**src/sac_pkg.sv**
```systemverilog
// constants and the sync word function shared by the sweep acquisition controller modules
// Notes on behaviour
// - one interrupt raised per detected sync
// - each accepted request moves exactly two words; a refused one moves none
// - first pair after sync is sweep header
// - later pairs carry reply data
// - at most 64 words between syncs
// - fresh start address required before first request
// - previous sweep reply count in sync word
// - no drive while processor uses memory
// - sixteen bidirectional data lines on bus
// - vector placed on data lines at acknowledge
// - drive memory address lines during writes
// - one memory cycle per steal, then release
package sac_pkg;
  // -----------------------------------------------------------------
  // widths and limits
  // -----------------------------------------------------------------
  localparam int unsigned SAC_WORD_W    = 16;
  localparam int unsigned SAC_CNT_W     = 8;
  localparam int unsigned SAC_WCNT_W    = 7;
  localparam logic [6:0]  SAC_MAX_WORDS = 7'h40;
  localparam logic [6:0]  SAC_PAIR      = 7'h02;
  localparam logic [7:0]  SAC_CNT_MAX   = 8'hFF;
  // -----------------------------------------------------------------
  // sync word layout and reset values
  // -----------------------------------------------------------------
  localparam int unsigned SAC_SW_ERR_BIT = 15;
  localparam int unsigned SAC_SW_CNT_LSB = 0;
  localparam logic [15:0] SAC_ZERO_WORD  = 16'h0000;
  localparam logic [7:0]  SAC_ZERO_CNT   = 8'h00;
  localparam logic [6:0]  SAC_ZERO_WCNT  = 7'h00;
  // arbitrary vector value, set per installation
  localparam logic [15:0] SAC_VECTOR_DEF = 16'h0040;

  // build the sync word from error flag and reply count
  function automatic logic [15:0] sac_sync_word(input logic err, input logic [7:0] cnt);
    logic [15:0] w;
    w = SAC_ZERO_WORD;
    w[SAC_SW_ERR_BIT] = err;
    w[SAC_SW_CNT_LSB +: SAC_CNT_W] = cnt;
    return w;
  endfunction : sac_sync_word
endpackage : sac_pkg

```
**src/sac_dma_if.sv**
```systemverilog
// link between the sweep controller and its word mover
`timescale 1ns/1ps
interface sac_dma_if;
  logic        start;
  logic [15:0] base;
  logic [15:0] word0;
  logic [15:0] word1;
  logic        done;
  logic        drv;
  logic [15:0] addr;
  logic [15:0] data;
  modport ctrl  (output start, output base, output word0, output word1,
                 input done, input drv, input addr, input data);
  modport mover (input start, input base, input word0, input word1,
                 output done, output drv, output addr, output data);
endinterface : sac_dma_if

```
**src/sac_word_mover.sv**
```systemverilog
// moves one word pair into memory by stolen single cycles
`timescale 1ns/1ps
module sac_word_mover
(
  input  wire logic ref_clk,
  input  wire logic rst_b,
  input  wire logic bus_busy,
  input  wire logic dma_grant,
  output      logic dma_req,
  output      logic bus_wr,
  sac_dma_if.mover  lnk
);
  typedef enum logic [2:0] {SAC_M_IDLE = 3'h1, SAC_M_ARB = 3'h2, SAC_M_WR = 3'h4} sac_m_type;
  sac_m_type   state;
  logic        idx;
  logic [15:0] w1;
  logic [1:0]  wr_cnt;
  logic [15:0] wr0_addr;

  // -----------------------------------------------------------------
  // cycle stealing sequencer
  // -----------------------------------------------------------------
  // request released after every word so others get the memory
  always_ff @(posedge ref_clk)
  begin
    if (!rst_b)
    begin
      state    <= SAC_M_IDLE;
      idx      <= 1'b0;
      w1       <= sac_pkg::SAC_ZERO_WORD;
      lnk.addr <= sac_pkg::SAC_ZERO_WORD;
      lnk.data <= sac_pkg::SAC_ZERO_WORD;
      lnk.drv  <= 1'b0;
      lnk.done <= 1'b0;
    end
    else
    begin
      lnk.done <= 1'b0;
      case (state)
        SAC_M_IDLE:
        begin
          lnk.drv <= 1'b0;
          if (lnk.start)
          begin
            lnk.addr <= lnk.base;
            lnk.data <= lnk.word0;
            w1       <= lnk.word1;
            idx      <= 1'b0;
            state    <= SAC_M_ARB;
          end
        end
        SAC_M_ARB:
        begin
          if (dma_grant && !bus_busy)
          begin
            lnk.drv <= 1'b1;
            state   <= SAC_M_WR;
          end
        end
        SAC_M_WR:
        begin
          lnk.drv <= 1'b0;
          if (idx)
          begin
            lnk.done <= 1'b1;
            state    <= SAC_M_IDLE;
          end
          else
          begin
            idx      <= 1'b1;
            lnk.addr <= lnk.addr + 16'h0001;
            lnk.data <= w1;
            state    <= SAC_M_ARB;
          end
        end
        default: state <= SAC_M_IDLE;
      endcase
    end
  end

  assign dma_req = (state == SAC_M_ARB);
  assign bus_wr  = lnk.drv;

  // helper: writes seen in the current pair
  always_ff @(posedge ref_clk)
  begin
    if (!rst_b)
      wr_cnt <= 2'h0;
    else if (lnk.start && state == SAC_M_IDLE)
      wr_cnt <= 2'h0;
    else if (bus_wr)
      wr_cnt <= wr_cnt + 2'h1;
  end

  // helper: address of the first word, so the second can be judged against it
  always_ff @(posedge ref_clk)
  begin
    if (!rst_b)
      wr0_addr <= sac_pkg::SAC_ZERO_WORD;
    else if (bus_wr && !idx)
      wr0_addr <= lnk.addr;
  end

  // -----------------------------------------------------------------
  // checks
  // -----------------------------------------------------------------
  AST_TWO_WORDS: assert property (@(posedge ref_clk) disable iff (!rst_b)
    lnk.done |-> wr_cnt == 2'h2) else $error("pair did not write two words");
  AST_ADDR_STEP: assert property (@(posedge ref_clk) disable iff (!rst_b)
    bus_wr && idx |-> lnk.addr == wr0_addr + 16'h0001) else $error("second word address wrong");
  AST_NO_BUSY_DRIVE: assert property (@(posedge ref_clk) disable iff (!rst_b)
    bus_wr |-> !$past(bus_busy) && $past(dma_grant)) else $error("drove bus without grant");
  AST_ONE_CYCLE: assert property (@(posedge ref_clk) disable iff (!rst_b)
    bus_wr |=> !bus_wr) else $error("held memory beyond one cycle");
  COV_PAIR: cover property (@(posedge ref_clk) disable iff (!rst_b) lnk.done);
endmodule : sac_word_mover

```
**src/sweep_acquisition_controller.sv**
```systemverilog
// sweep acquisition controller: sync, checks, counts and bus answers
`timescale 1ns/1ps
module sweep_acquisition_controller
#(
  parameter logic [15:0] VECTOR = sac_pkg::SAC_VECTOR_DEF
)
(
  input  wire logic        ref_clk,
  input  wire logic        rst_b,
  // acquisition source pins
  input  wire logic        src_sync,
  input  wire logic        src_req,
  input  wire logic [15:0] src_word0,
  input  wire logic [15:0] src_word1,
  output      logic        src_ack,
  // processor side
  input  wire logic        bus_busy,
  output      logic        irq,
  input  wire logic        irq_ack,
  input  wire logic        start_addr_wr,
  input  wire logic        sync_word_rd,
  input  wire logic        dma_grant,
  output      logic        dma_req,
  output      logic        bus_wr,
  input  wire logic [15:0] bus_data_in,
  output      logic [15:0] bus_data_out,
  output      logic        bus_data_oe_n,
  output      logic [15:0] bus_addr_out,
  output      logic        bus_addr_oe_n,
  output      logic        err_flag
);
  typedef enum logic [2:0] {SAC_T_IDLE = 3'h1, SAC_T_MOVE = 3'h2, SAC_T_ACK = 3'h4} sac_t_type;

  sac_dma_if   lnk ();
  sac_t_type   state;
  logic [1:0]  sync_ff;
  logic [1:0]  req_ff;
  logic [15:0] w0_m, w0_s, w1_m, w1_s;
  logic        sync_d;
  logic        sync_evt;
  logic        take;
  logic        fits;
  logic        refuse;
  logic        addr_fresh;
  logic        first_pair;
  logic        err_armed;
  logic [15:0] next_addr;
  logic [6:0]  words;
  logic [7:0]  reply_cnt;
  logic [7:0]  prev_cnt;
  logic        host_drv;
  logic [15:0] host_data;

  // -----------------------------------------------------------------
  // pin synchronisers
  // -----------------------------------------------------------------
  // words are sampled through the same depth as the request
  always_ff @(posedge ref_clk)
  begin
    if (!rst_b)
    begin
      sync_ff <= 2'h0;
      req_ff  <= 2'h0;
      w0_m    <= sac_pkg::SAC_ZERO_WORD;
      w0_s    <= sac_pkg::SAC_ZERO_WORD;
      w1_m    <= sac_pkg::SAC_ZERO_WORD;
      w1_s    <= sac_pkg::SAC_ZERO_WORD;
      sync_d  <= 1'b0;
    end
    else
    begin
      sync_ff <= {sync_ff[0], src_sync};
      req_ff  <= {req_ff[0], src_req};
      w0_m    <= src_word0;
      w0_s    <= w0_m;
      w1_m    <= src_word1;
      w1_s    <= w1_m;
      sync_d  <= sync_ff[1];
    end
  end

  assign sync_evt = sync_ff[1] && !sync_d;
  assign take     = (state == SAC_T_IDLE) && req_ff[1];
  assign fits     = (words + sac_pkg::SAC_PAIR) <= sac_pkg::SAC_MAX_WORDS;
  assign refuse   = take && (!addr_fresh || !fits);

  // -----------------------------------------------------------------
  // request sequencer
  // -----------------------------------------------------------------
  always_ff @(posedge ref_clk)
  begin
    if (!rst_b)
      state <= SAC_T_IDLE;
    else
    begin
      case (state)
        SAC_T_IDLE: if (take) state <= refuse ? SAC_T_ACK : SAC_T_MOVE;
        SAC_T_MOVE: if (lnk.done) state <= SAC_T_ACK;
        SAC_T_ACK:  if (!req_ff[1]) state <= SAC_T_IDLE;
        default:    state <= SAC_T_IDLE;
      endcase
    end
  end

  assign src_ack   = (state == SAC_T_ACK);
  assign lnk.start = take && !refuse;
  assign lnk.base  = next_addr;
  assign lnk.word0 = w0_s;
  assign lnk.word1 = w1_s;

  // -----------------------------------------------------------------
  // interrupt and start address
  // -----------------------------------------------------------------
  // a sync landing with the acknowledge keeps the line up
  always_ff @(posedge ref_clk)
  begin
    if (!rst_b)
      irq <= 1'b0;
    else if (sync_evt)
      irq <= 1'b1;
    else if (irq_ack)
      irq <= 1'b0;
  end

  // address arrives from the processor answering the interrupt
  always_ff @(posedge ref_clk)
  begin
    if (!rst_b)
    begin
      next_addr  <= sac_pkg::SAC_ZERO_WORD;
      addr_fresh <= 1'b0;
    end
    else
    begin
      if (start_addr_wr)
        next_addr <= bus_data_in;
      else if (lnk.done)
        next_addr <= next_addr + {9'h000, sac_pkg::SAC_PAIR};
      if (start_addr_wr)
        addr_fresh <= 1'b1;
      else if (sync_evt)
        addr_fresh <= 1'b0;
    end
  end

  // -----------------------------------------------------------------
  // sweep bookkeeping
  // -----------------------------------------------------------------
  always_ff @(posedge ref_clk)
  begin
    if (!rst_b)
    begin
      words      <= sac_pkg::SAC_ZERO_WCNT;
      first_pair <= 1'b1;
      reply_cnt  <= sac_pkg::SAC_ZERO_CNT;
      prev_cnt   <= sac_pkg::SAC_ZERO_CNT;
    end
    else if (sync_evt)
    begin
      words      <= sac_pkg::SAC_ZERO_WCNT;
      first_pair <= 1'b1;
      reply_cnt  <= sac_pkg::SAC_ZERO_CNT;
      prev_cnt   <= reply_cnt;
    end
    else
    begin
      if (lnk.start)
        words <= words + sac_pkg::SAC_PAIR;
      if (take)
        first_pair <= 1'b0;
      // saturating: a runaway sweep must not wrap to a small count
      if (take && !first_pair && reply_cnt != sac_pkg::SAC_CNT_MAX)
        reply_cnt <= reply_cnt + 8'h01;
    end
  end

  // error stays until a sync and then a new address; set wins
  always_ff @(posedge ref_clk)
  begin
    if (!rst_b)
    begin
      err_flag  <= 1'b0;
      err_armed <= 1'b0;
    end
    else
    begin
      if (refuse)
        err_flag <= 1'b1;
      else if (start_addr_wr && err_armed)
        err_flag <= 1'b0;
      if (refuse)
        err_armed <= 1'b0;
      else if (sync_evt)
        err_armed <= 1'b1;
    end
  end

  // -----------------------------------------------------------------
  // bus answers
  // -----------------------------------------------------------------
  always_ff @(posedge ref_clk)
  begin
    if (!rst_b)
    begin
      host_drv  <= 1'b0;
      host_data <= sac_pkg::SAC_ZERO_WORD;
    end
    else
    begin
      host_drv <= (irq_ack || sync_word_rd) && !bus_busy;
      if (irq_ack)
        host_data <= VECTOR;
      else if (sync_word_rd)
        host_data <= sac_pkg::sac_sync_word(err_flag, prev_cnt);
    end
  end

  assign bus_data_out  = lnk.drv ? lnk.data : host_data;
  assign bus_data_oe_n = !(lnk.drv || host_drv);
  assign bus_addr_out  = lnk.addr;
  assign bus_addr_oe_n = !lnk.drv;

  sac_word_mover u_mover
  (
    .ref_clk   (ref_clk),
    .rst_b     (rst_b),
    .bus_busy  (bus_busy),
    .dma_grant (dma_grant),
    .dma_req   (dma_req),
    .bus_wr    (bus_wr),
    .lnk       (lnk.mover)
  );

  // -----------------------------------------------------------------
  // checks
  // -----------------------------------------------------------------
  AST_IRQ_ON_SYNC: assert property (@(posedge ref_clk) disable iff (!rst_b)
    sync_evt |=> irq) else $error("sync without interrupt");
  AST_NO_ADDR_REFUSE: assert property (@(posedge ref_clk) disable iff (!rst_b)
    take && !addr_fresh |=> err_flag && state == SAC_T_ACK) else $error("stale address served");
  AST_WORD_LIMIT: assert property (@(posedge ref_clk) disable iff (!rst_b)
    words <= sac_pkg::SAC_MAX_WORDS) else $error("sweep word limit exceeded");
  AST_PREV_COUNT: assert property (@(posedge ref_clk) disable iff (!rst_b)
    sync_evt |=> prev_cnt == $past(reply_cnt)) else $error("reply count not carried");
  AST_VECTOR: assert property (@(posedge ref_clk) disable iff (!rst_b)
    irq_ack && !bus_busy && !lnk.drv |=> !bus_data_oe_n && (lnk.drv || bus_data_out == VECTOR))
    else $error("vector not driven");
  AST_ERR_HOLD: assert property (@(posedge ref_clk) disable iff (!rst_b)
    err_flag && !start_addr_wr |=> err_flag) else $error("error flag dropped");
  AST_ADDR_PAIR: assert property (@(posedge ref_clk) disable iff (!rst_b)
    lnk.done && !start_addr_wr |=> next_addr == $past(next_addr) + 16'h0002)
    else $error("address not advanced by pair");
  AST_REFUSED_NO_DMA: assert property (@(posedge ref_clk) disable iff (!rst_b)
    refuse |=> !dma_req [*2]) else $error("refused request moved data");
  COV_SWEEP: cover property (@(posedge ref_clk) disable iff (!rst_b) sync_evt ##[1:200] lnk.done);
  COV_REFUSE: cover property (@(posedge ref_clk) disable iff (!rst_b) refuse);
  COV_SYNCRD: cover property (@(posedge ref_clk) disable iff (!rst_b) sync_word_rd && !bus_busy);
endmodule : sweep_acquisition_controller

```
**config.mk**
```make
export PLATFORM = sky130hd
export DESIGN_NAME = sweep_acquisition_controller
export DESIGN_NICKNAME = d
export VERILOG_FILES = /design/src/sac_pkg.sv /design/src/sac_dma_if.sv /design/src/sac_word_mover.sv /design/src/sweep_acquisition_controller.sv
export SDC_FILE = /design/constraint.sdc
export NUM_CORES = 1
export LEC_CHECK = 0
export BUFFER_PORTS_ARGS = -buffer_cell sky130_fd_sc_hd__buf_2
export CORE_MARGIN = 10
export CORE_UTILIZATION = 59
export CTS_BUF_LIST = sky130_fd_sc_hd__clkbuf_16
export DETAILED_ROUTE_END_ITERATION = 8
export PLACE_DENSITY = 0.82
export SYNTH_ARGS = -nofsm -noshare
export SYNTH_HDL_FRONTEND = slang
export SYNTH_SLANG_ARGS = --single-unit
```
**constraint.sdc**
```tcl
create_clock -name ref_clk -period 3.66 [get_ports ref_clk]
set_input_delay 0.732 -clock ref_clk [delete_from_list [all_inputs] [get_ports ref_clk]]
set_output_delay 0.732 -clock ref_clk [all_outputs]
set_load 0.005 [all_outputs]
```
==> results_dict.tcl <==
set metrics [dict create \
    fin_setup_tns_ps 0 \
    fp.dieH_um 131 \
    drt_iter0_drc 376 \
    wire_per_inst_um 16.4 \
    syn_area_um2 7250 \
    antennaDiodeCount 0 \
    nets 884 \
    worst_slack_ps 883 \
    cpMaxStageDelayCell "nor3_4" \
    final_common_cell "dfxtp_1" \
    setup_viol 0 \
    crit_type "reg2reg" \
    max_freq_mhz 360 \
    maxCapViolCount 0 \
    hpwl_mm 11.0 \
    clk_latency_ps 430 \
    fin_skew_ps 7.32 \
    drt-total-wl_mm 16.2 \
    yosysWarningCount 0 \
    ys_ff_latch 179 \
    fin_util 0.689 \
    crit_chain "nand4bb_1 -> or3_4 -> nor3_4 -> buf_4 -> nand2_1 -> a21boi_0" \
    drv_slew 0 \
    dieArea_um2 17100 \
    cp_max_fo 28 \
    antenna_found_initial 0 \
    core_area_um2 12000 \
    overflow 0 \
    die_w_um 131 \
    drc 0 \
    synthFlopType "dfxtp_1" \
    synth_edf_count 0 \
    vias_per_cell 5.63 \
    grt_max_degree 95 \
    htree_levels 4 \
    fin_crit_sh 0.759 \
    rsz0062_at_grt "no" \
    peakVddDrop_mv 0.326 \
    synth_area_per_cell_um2 9.61 \
    grt_pass1_wl_mm 26.8 \
    post_cts_buffers 0 \
    cp_top_family "simple AND/OR/NAND/NOR gates" \
    cellLeakagePower_nw 3.64 \
    first_global_vias 5490 \
    syn2layout_area_growth_pct 14.1 \
    cp_num_buf_inv 1 \
    start_util 0.603 \
    layout_min_cycle_time_ps 2780 \
    r2r_slack_ps 880 \
    layout-drive-gt1-share 0.181 \
    hold_viol_final 0 \
    whs_ps 432 \
    pin_count 96 \
    core.rowCount 40 \
    io_buffers 95 \
    cp-end-kind "register" \
    power.density_nw_per_um2 466 \
    clkSinkCount 179 \
    cts_root_buf "clkbuf_16" \
    clk_pin_slew_ps 70 \
    status "finished, final reports clean" \
    grtUsageTotal 0.196 \
    startpoint_type "register" \
    cts_tree "built" \
    slew_headroom 0.326 \
    hp-class "reg2reg" \
    synthArstFlopShare 0 \
    place_congestion 0.832 \
    vias 5538 \
    fillers 910 \
    syn-num-nets 815 \
    final_cell_mix "dfxtp_1, buf_2, and2_1, nand2_1, o21ai_0" \
    cts.repair.resized 0 \
    cts.path.max_buffers 2 \
    cp.arrival_ps 3120 \
    preCtsSetupSlack_ps 979 \
    worstPathRequired_ps 4000 \
    synth_cells 754 \
    slowest_delay_ps 780 \
    tightestPinTransition_ps 1010 \
    ant_nets 0 \
    synth.distinct_cells 64 \
    synth-seq-area-share 0.495 \
    firstDrtPassIters 5 \
    total_power_w 0.00385 \
    cts_made_buffers 17 \
    ctsHoldBuffers 0 \
]
-- sequential cells by signal, summed over array words and instances (netlist names), 9 cells and up --
| register | cells |
|---|---|
| lnk.word0 | 16 |
| lnk.base | 16 |
| host_data | 9 |
| w0_m | 16 |
| u_mover.lnk.addr | 16 |
| u_mover.lnk.data | 16 |
| w1_m | 16 |
| u_mover.w1 | 16 |
| lnk.word1 | 16 |
-- final timing paths --
| kind | to | cells after the start | startpoint |
|---|---|---|---|
| worst max-delay path | u_mover.w1[13] | 6 | state[1] |
| worst min-delay path | lnk.word0[12] | 1 | w0_m[12] |
| worst max register to register | u_mover.w1[13] | 6 | state[1] |
| worst min register to register | lnk.word0[12] | 1 | w0_m[12] |
-- worst register-to-register path: stages (launching register included) --
cell and delay [ps]:
dfxtp_1 370, nand4bb_1 420, or3_4 500, nor3_4 780
buf_4 330, nand2_1 90, a21boi_0 210
-- cells in the mapped netlist (6+ instances only) --
cell type,count,area share
nor2b_1,6,0.0052
nand3_1,15,0.010
mux2i_1,29,0.040
nand2_1,81,0.042
a21boi_0,30,0.031
nand2b_1,14,0.012
clkbuf_1,41,0.021
xor2_1,14,0.017
inv_1,6,0.0031
nor2_1,33,0.017
and3_1,15,0.013
nand4_1,11,0.0095
buf_2,6,0.0041
o21ai_0,36,0.025
and2_1,88,0.076
o211a_1,24,0.033
dfxtp_1,179,0.49
a21oi_1,19,0.013
nor4_1,6,0.0052
xnor2_1,10,0.012
mux2_2,10,0.016
-- kinds of logic after synthesis --
family          count (synthesis)  synth area share
flops                         179             0.495
simple gates                  301             0.226
xor+xnor                       24            0.0290
buf+inv                        55            0.0316
mux                            39            0.0556
fa+ha+maj                       4           0.00691
compound gates                152             0.157
-- area by class of cell --
cell class	count	area [um^2]	area share
inverter	6	22.5	0.00272
sequential	179	3580	0.433
timing repair buffer	99	508	0.0614
clock buffer	17	425	0.0514
tap	147	184	0.0222
multi-input combinational	520	3440	0.416
clock inverter	15	108	0.0130
-- where the power goes --
| group | internal (W) | total (W) | switching, W |
|---|---|---|---|
| Clock | 0.000871 | 0.00164 | 0.000767 |
| Sequential | 0.00201 | 0.00204 | 0.0000338 |
| Combinational | 0.0000883 | 0.000176 | 0.0000880 |
| Total | 0.00297 | 0.00385 | 0.000889 |
-- metal layers --
metal,track usage,share of wire,vias up
met5,0,0,-
met4,0.0818,0.018,0
met3,0.0471,0.050,22
met2,0.334,0.50,162
met1,0.230,0.43,2603
li1,-,-,2751
-- through the flow --
stage               instance area [um^2]  instances
floorplan                           7250        754
global placement                    7740        951
detailed placement                  7740        951
CTS                                 8270        983
global route                        8270        983
finish                              8270        983
Note: power is estimated with default switching activity, not from simulation.
